**config.mk**
```make
export PLATFORM = sky130hd
export DESIGN_NAME = rsp_rx_out
export DESIGN_NICKNAME = d
export VERILOG_FILES = /design/src/verilog/rsp_pkg.sv /design/src/verilog/rsp_rx_out.sv
export SDC_FILE = /design/constraint.sdc
export NUM_CORES = 1
export LEC_CHECK = 0
export ABC_AREA = 1
export BUFFER_PORTS_ARGS = -buffer_cell sky130_fd_sc_hd__buf_2
export CORE_AREA = 2 2 425 427
export DETAILED_ROUTE_END_ITERATION = 8
export DIE_AREA = 0 0 427 429
export PLACE_DENSITY = 0.36
export SYNTH_ARGS = -nofsm -noshare
export SYNTH_HDL_FRONTEND = slang
export SYNTH_SLANG_ARGS = --single-unit
export TNS_END_PERCENT = 30
```
**constraint.sdc**
```tcl
create_clock -name clock_i -period 1.3 [get_ports clock_i]
set_clock_uncertainty 0.05 [all_clocks]
set_input_delay 0.39 -clock clock_i [delete_from_list [all_inputs] [get_ports clock_i]]
set_output_delay 0.39 -clock clock_i [all_outputs]
set_load 0.01 [all_outputs]
```
**src/verilog/rsp_pkg.sv**
```systemverilog
// ****************************************************************
// Segmented receive output bus: shared constants and carriers
// ****************************************************************
package rsp_pkg;

    // ****************************************************************
    // Bus geometry
    // ****************************************************************
    localparam int NUM_SEG     = 4;    // Parallel segments per cycle
    localparam int SEG_DATA_W  = 128;  // Data bits per segment
    localparam int SEG_BYTES   = SEG_DATA_W / 8;
    localparam int EMPTY_W     = 4;    // Empty byte-lane count width
    localparam int EMPTY_ERR_W = 3;    // Low empty bits cleared on error

    // ****************************************************************
    // Reset and idle values
    // ****************************************************************
    localparam logic [SEG_DATA_W-1:0]  DATA_IDLE    = '0;
    localparam logic [EMPTY_W-1:0]     EMPTY_IDLE   = 4'h0;
    localparam logic [EMPTY_ERR_W-1:0] EMPTY_ERR_LO = 3'h0;
    localparam logic                   OPEN_RST     = 1'b0;

    // ****************************************************************
    // One segment of the segmented local packet bus
    // ****************************************************************
    typedef struct packed {
        logic                  enable;              // Qualifies all other fields
        logic                  packet_start_marker; // First bytes of a packet
        logic                  packet_end_marker;   // Final bytes of a packet
        logic                  error;               // Packet ended with error
        logic [EMPTY_W-1:0]    empty;               // Unused lanes at end
        logic [SEG_DATA_W-1:0] data;                // First byte in top lane
    } rsp_seg_t;

    localparam rsp_seg_t SEG_IDLE = '{
        enable: 1'b0, packet_start_marker: 1'b0, packet_end_marker: 1'b0,
        error: 1'b0, empty: EMPTY_IDLE, data: DATA_IDLE
    };

endpackage

```
**src/verilog/rsp_rx_out.sv**
```systemverilog
// Overview of operation
// - Received data leaves on four segments, each carrying 128 data bits.
// - Segment data is meaningful only while that segment's enable is high.
// - Enable qualifies start, end, data and status of its own segment.
// - Start marker rises with enable on the segment holding a packet's first bytes.
// - End marker rises with enable on the segment holding a packet's last bytes.
// - Error flag marks the ending packet bad; meaningful only with enable and end.
// - Four-bit empty count gives unused byte lanes of the final transfer.
// - With error and enable high, low three empty bits are forced zero.
`timescale 1ns/1ps

module rsp_rx_out
    import rsp_pkg::*;
(
    // Clock and reset
    input  wire logic     clock_i,
    input  wire logic     rst_b_i,
    // Segments from the receive engine, same clock
    input  wire rsp_seg_t seg_i [NUM_SEG],
    // Segmented local packet bus to user logic
    output rsp_seg_t      seg_o [NUM_SEG],
    // Packet currently open across cycles
    output logic          in_packet_o
);

    // ****************************************************************
    // Segment cleanup
    // ****************************************************************

    // Builds the outgoing view of one segment; idle fields are forced to
    // zero so that user logic never sees stale values on a quiet lane.
    function automatic rsp_seg_t clean_seg(input rsp_seg_t s, input logic stray_end);
        rsp_seg_t r;
        r = SEG_IDLE;
        if (s.enable) begin
            r.enable              = 1'b1;
            r.data                = s.data;
            r.packet_start_marker = s.packet_start_marker;
            r.packet_end_marker   = s.packet_end_marker;
            if (s.packet_end_marker) begin
                // An end without an open packet is reported as a bad packet
                r.error = s.error | stray_end;
                r.empty = s.empty;
                if (r.error) begin
                    r.empty[EMPTY_ERR_W-1:0] = EMPTY_ERR_LO;
                end
            end
        end
        return r;
    endfunction

    // Enabled start and enabled end of one segment; a marker on a quiet
    // segment means nothing and must never move the framing state.
    function automatic logic seg_opens(input rsp_seg_t s);
        return s.enable && s.packet_start_marker;
    endfunction

    function automatic logic seg_closes(input rsp_seg_t s);
        return s.enable && s.packet_end_marker;
    endfunction

    // ****************************************************************
    // Next-state logic
    // ****************************************************************
    rsp_seg_t seg_d [NUM_SEG];
    rsp_seg_t seg_q [NUM_SEG];
    logic     open_d;
    logic     open_q;
    logic     mark_seen; // Any enabled marker this cycle, read by the checks

    // Walk the segments in byte order, tracking packet framing
    always_comb begin
        logic open_v;
        logic stray_v;
        open_v    = open_q;
        stray_v   = 1'b0;
        mark_seen = 1'b0;
        for (int i = 0; i < NUM_SEG; i++) begin
            stray_v = 1'b0;
            // Start is taken before end, so a one-segment packet is not stray
            if (seg_opens(seg_i[i])) begin
                open_v = 1'b1;
            end
            if (seg_closes(seg_i[i])) begin
                stray_v = !open_v;
                open_v  = 1'b0;
            end
            mark_seen = mark_seen | seg_opens(seg_i[i]) | seg_closes(seg_i[i]);
            seg_d[i]  = clean_seg(seg_i[i], stray_v);
        end
        open_d = open_v;
    end

    // ****************************************************************
    // Registers
    // ****************************************************************

    // Limitation: a start while a packet is open simply reopens it; the
    // cut packet is not flagged and user logic sees only a missing end.
    // Output stage; outputs leave straight from these flops for timing
    always_ff @(posedge clock_i) begin
        if (!rst_b_i) begin
            for (int i = 0; i < NUM_SEG; i++) begin
                seg_q[i] <= SEG_IDLE;
            end
            open_q <= OPEN_RST;
        end else begin
            for (int i = 0; i < NUM_SEG; i++) begin
                seg_q[i] <= seg_d[i];
            end
            open_q <= open_d;
        end
    end

    // Port drive
    always_comb begin
        for (int i = 0; i < NUM_SEG; i++) begin
            seg_o[i] = seg_q[i];
        end
        in_packet_o = open_q;
    end

    // ****************************************************************
    // Checks
    // ****************************************************************
    // A beat taken at one edge shows at the next, hence the $past terms;
    // the reset guard keeps the first edge after release out of them.
    for (genvar g = 0; g < NUM_SEG; g++) begin : g_chk

        ena_follow_a: assert property (
            @(posedge clock_i) disable iff (!rst_b_i)
            $past(rst_b_i) |-> seg_o[g].enable == $past(seg_i[g].enable))
            else $error("segment enable does not follow its source");

        data_pass_a: assert property (
            @(posedge clock_i) disable iff (!rst_b_i)
            $past(rst_b_i) && $past(seg_i[g].enable)
            |-> seg_o[g].data == $past(seg_i[g].data))
            else $error("enabled segment data not passed through");

        idle_clean_a: assert property (
            @(posedge clock_i) disable iff (!rst_b_i)
            !seg_o[g].enable |-> seg_o[g].data == DATA_IDLE
                && !seg_o[g].packet_start_marker && !seg_o[g].packet_end_marker
                && !seg_o[g].error && seg_o[g].empty == EMPTY_IDLE)
            else $error("idle segment shows non-zero fields");

        start_pass_a: assert property (
            @(posedge clock_i) disable iff (!rst_b_i)
            $past(rst_b_i) && $past(seg_i[g].enable)
            |-> seg_o[g].packet_start_marker == $past(seg_i[g].packet_start_marker))
            else $error("start marker lost or invented");

        end_pass_a: assert property (
            @(posedge clock_i) disable iff (!rst_b_i)
            $past(rst_b_i) && $past(seg_i[g].enable)
            |-> seg_o[g].packet_end_marker == $past(seg_i[g].packet_end_marker))
            else $error("end marker lost or invented");

        err_at_end_a: assert property (
            @(posedge clock_i) disable iff (!rst_b_i)
            seg_o[g].error |-> seg_o[g].enable && seg_o[g].packet_end_marker)
            else $error("error flag outside an enabled end");

        err_kept_a: assert property (
            @(posedge clock_i) disable iff (!rst_b_i)
            $past(rst_b_i) && $past(seg_i[g].enable && seg_i[g].packet_end_marker
                && seg_i[g].error) |-> seg_o[g].error)
            else $error("source error not reported at end");

        empty_pass_a: assert property (
            @(posedge clock_i) disable iff (!rst_b_i)
            $past(rst_b_i) && seg_o[g].enable && seg_o[g].packet_end_marker
                && !seg_o[g].error |-> seg_o[g].empty == $past(seg_i[g].empty))
            else $error("empty count altered on good end");

        empty_force_a: assert property (
            @(posedge clock_i) disable iff (!rst_b_i)
            seg_o[g].enable && seg_o[g].error
            |-> seg_o[g].empty[EMPTY_ERR_W-1:0] == EMPTY_ERR_LO
                && seg_o[g].empty[EMPTY_W-1] == $past(seg_i[g].empty[EMPTY_W-1]))
            else $error("empty low bits not cleared on error");

        status_quiet_a: assert property (
            @(posedge clock_i) disable iff (!rst_b_i)
            !(seg_o[g].enable && seg_o[g].packet_end_marker)
            |-> !seg_o[g].error && seg_o[g].empty == EMPTY_IDLE)
            else $error("status shown without an enabled end");

        reset_idle_a: assert property (
            @(posedge clock_i) disable iff (!rst_b_i)
            !$past(rst_b_i) |-> seg_o[g] == SEG_IDLE)
            else $error("segment not idle after reset");

        single_seg_a: assert property (
            @(posedge clock_i) disable iff (!rst_b_i)
            $past(rst_b_i) && $past(seg_i[g].enable && seg_i[g].packet_start_marker
                && seg_i[g].packet_end_marker && !seg_i[g].error) |-> !seg_o[g].error)
            else $error("one-segment packet wrongly flagged as errored");
    end

    order_track_a: assert property (
        @(posedge clock_i) disable iff (!rst_b_i)
        $past(rst_b_i) && seg_o[NUM_SEG-1].enable
            && seg_o[NUM_SEG-1].packet_start_marker
            && !seg_o[NUM_SEG-1].packet_end_marker |-> in_packet_o)
        else $error("packet opened on last segment not tracked");

    close_last_a: assert property (
        @(posedge clock_i) disable iff (!rst_b_i)
        seg_o[NUM_SEG-1].enable && seg_o[NUM_SEG-1].packet_end_marker |-> !in_packet_o)
        else $error("packet ended on last segment still open");

    open_hold_a: assert property (
        @(posedge clock_i) disable iff (!rst_b_i)
        $past(rst_b_i) && !$past(mark_seen) |-> in_packet_o == $past(in_packet_o))
        else $error("packet state moved without a marker");

    stray_err_a: assert property (
        @(posedge clock_i) disable iff (!rst_b_i)
        $past(rst_b_i) && seg_o[0].error && !$past(seg_i[0].error)
        |-> !$past(in_packet_o) && !$past(seg_i[0].packet_start_marker))
        else $error("error raised on segment zero inside an open packet");

endmodule // rsp_rx_out

```
==> summary.md <==
| Metric | Value |
|---|---|
| Die height | around 430 um |
| DRC | 0 |
| Most common cell after layout, fill and taps aside | buf_2 |
| Inst Count DP | a little over 5000 |
| Clk buf depth | 3 |
| Slowest cell on the critical path | dfxtp_4 |
| Initial drt markers | 555 |
| Worst-path clk slew | 0.06 ns |
| H-tree levels | 3 |
| Initial antenna violation count | 76 |
| Worst-margin pin slew | 0.318 ns |
| WP data required | ~0.86 ns |
| Min Tclk post-route | roughly 1.7 ns |
| Fillers | between 15000 and 20000 |
| Worst-path cell chain | buf_6 |
| Maximum VDD drop | 780 uV |
| Total gr overflow | 0 |
| Clock Tree Root | clkbuf_16 |
| Setup repair bufs after CTS | 0 |
| Final setup viols | roughly 560 |
| Pre-CTS WS | -0.566 ns |
| Starting Density | 8.64% |
| Cell area after synthesis | ~15000 um2 |
| Rows | between 150 and 200 |
| Fin worst setup slack | -0.365 ns |
| Max-cap viol count | 0 |
| Slew headroom | slightly below 80% |
| Critical Path Max Stage Delay | approximately 0.41 ns |
| Unrepaired setup endpoints after global routing | true |
| Global-route wire length before repair | between 150000 and 200000 um |
| Final ANT Viol Nets | 0 |
| Lkg Pwr | between 15 and 20 nW |
| TritonCTS Sinks | 545 |
| Post-synth top area share | between 70% and 80% |
| Clk_lat worst skew | 0.67 ns |
| Die width | between 400 and 500 um |
| DRT Wirelength | between 100000 and 150000 um |
| Max-slew violation count | 0 |
| Largest net degree at the start of global routing | 55 |
| Syn Nets | about 2300 |
| Crit Path Category | reg2out |
| Top-level I/O count | around 1100 |
| R2R Setup Slk | -0.07 ns |
| Family with the most delay on the worst path | flip-flops |
| Fin crit share | 128% |
| Final hold violations | 0 |
| Dpl hpwl | between 100000 and 150000 um |
| Synthesized flop and latch total | about 550 |
| Synth Instances | roughly 1700 |
| Vias per inst | between 2 and 3 |
| Sequential share of the synthesized area | between 70% and 80% |
| Area of the multi-input gates | between 2000 and 2500 um2 |
| Synth warnings | 0 |
| Achievable frequency | ~0.6 GHz |
| Total number of vias | between 15000 and 20000 |
| Syn avg cell area | approximately 9 um2 |
| Total Routing Usage GR | around 13% |
| Num CTS Buffers | slightly above 70 |
| Worst endpoint data arrival time | around 1.2 ns |
| Post-synth cell types | 12 |
| Crit-path max FO | 2 |
| Core area | 178000 um2 |
| CTS tree | built |
| Worst hold slack | 0.0828 ns |
| Outcome | finished with violations |
| Crit start category | flop |
| Top post-synthesis cells by area | dfxtp_1 71%, inv_1 13%, nor2_1 13% |
| Critical path buffers and inverters | 1 |
| Worst min path class | in2reg |
| Die area | between 150000 and 200000 um2 |
| Failing checks | setup timing |
| FF+latch area | around 12000 um2 |
| Nets | 3981 |
| Leading area contributor after synthesis | dfxtp_1 |
| Tot Pwr | approximately 44 mW |
| Layout cells sized above 1 | 50.2% |
| Crit path capture type | primary output |
| Pre-antenna DRT Iters | 4 |
| Vias in the first global route | about 18000 |
| Cell Pwr Density | about 1200 nW/um2 |
| RD Place Congestion | roughly 0.89 |
| Area delta synth->final | 132% |
| IO Port Bufs | 1090 |
| Wirelength per Cell | between 20 and 25 um |
| Cell Count, Final, Fillers Out | 5856 |
| Most frequent cells in the layout | 649 x buf_2, 539 x inv_1, 533 x nor2_1 |
| Finished Core Util | roughly a fifth |
## what timing repair did
action / 4_1_cts / 5_1_grt
pin swaps: 4 / 3
hold endpoints to repair: 525 / 0
setup endpoints to repair: 562 / 562
gates resized for setup: 766 / 407
hold buffers: 527 / 0
## per-stage QoR
step / area (um2) / TNS [ns]
3_5_place_dp: 24500 / -94.32
2_1_floorplan: 15400 / 0
5_1_grt: 35700 / -186.13
4_1_cts: 34300 / -192.91
6_report: 35700 / -133.28
3_3_place_gp: 24500 / -88.14
## cells in the mapped netlist, drive strengths merged
cell type / n
dfxtp: 545
inv: 540
nor2: 535
buf: 46
nand2: 21
clkbuf: 11
nor3: 3
nor3b: 3
nand3: 2
o21bai: 2
a211oi: 1
a21oi: 1
## cells by family after synthesis
logic type | Yosys count | share of synthesized area [%]
AO/OA/AOI/OAI | 4 | 0.179
buffers and inverters | 597 | 14.9
flip-flops | 545 | 70.9
AND/OR/NAND/NOR | 564 | 13.9
## layer usage
layer / share of wire, % / GRT usage (%) / vias to the layer above / routed length [um]
li1: - / - / 8094 / -
met1: 36 / 13.3 / 7823 / 43900
met2: 51 / 22.9 / 658 / 61400
met3: 11 / 6.58 / 218 / 13300
met4: 2.5 / 2.78 / 2 / 2980
met5: 0.011 / 0 / - / 13
## registers in the layout, summed over array words and instances, names as in the netlist
register and flops:
seg_q 544, in_packet_o 1
## power breakdown
part           leakage (nW)  switching (mW)  internal (mW)  total, mW
Combinational          12.3            2.62           3.19       5.82
Clock                  1.16            8.46           12.0       20.5
Sequential             4.66           0.385           17.4       17.8
## path summary, 6_finish.rpt
check	start	to	depth (start not counted)
worst min register to register	in_packet_o	seg_q[0][128]	7
worst min-delay path	seg_i[540]	seg_q[0][128]	5
worst max register to register	in_packet_o	seg_q[1][128]	9
worst max-delay path	in_packet_o	in_packet_o	1
## layout make-up
class,instances,area share [%]
multi-input cells,568,6.39
clock buffers,99,5.69
inverters,540,5.68
well taps,2355,8.25
diodes,15,0.105
clock inverters,25,0.914
repair buffers,1709,40.6
flip-flops and latches,545,32.4
Note: power is estimated with default switching activity, not from simulation.
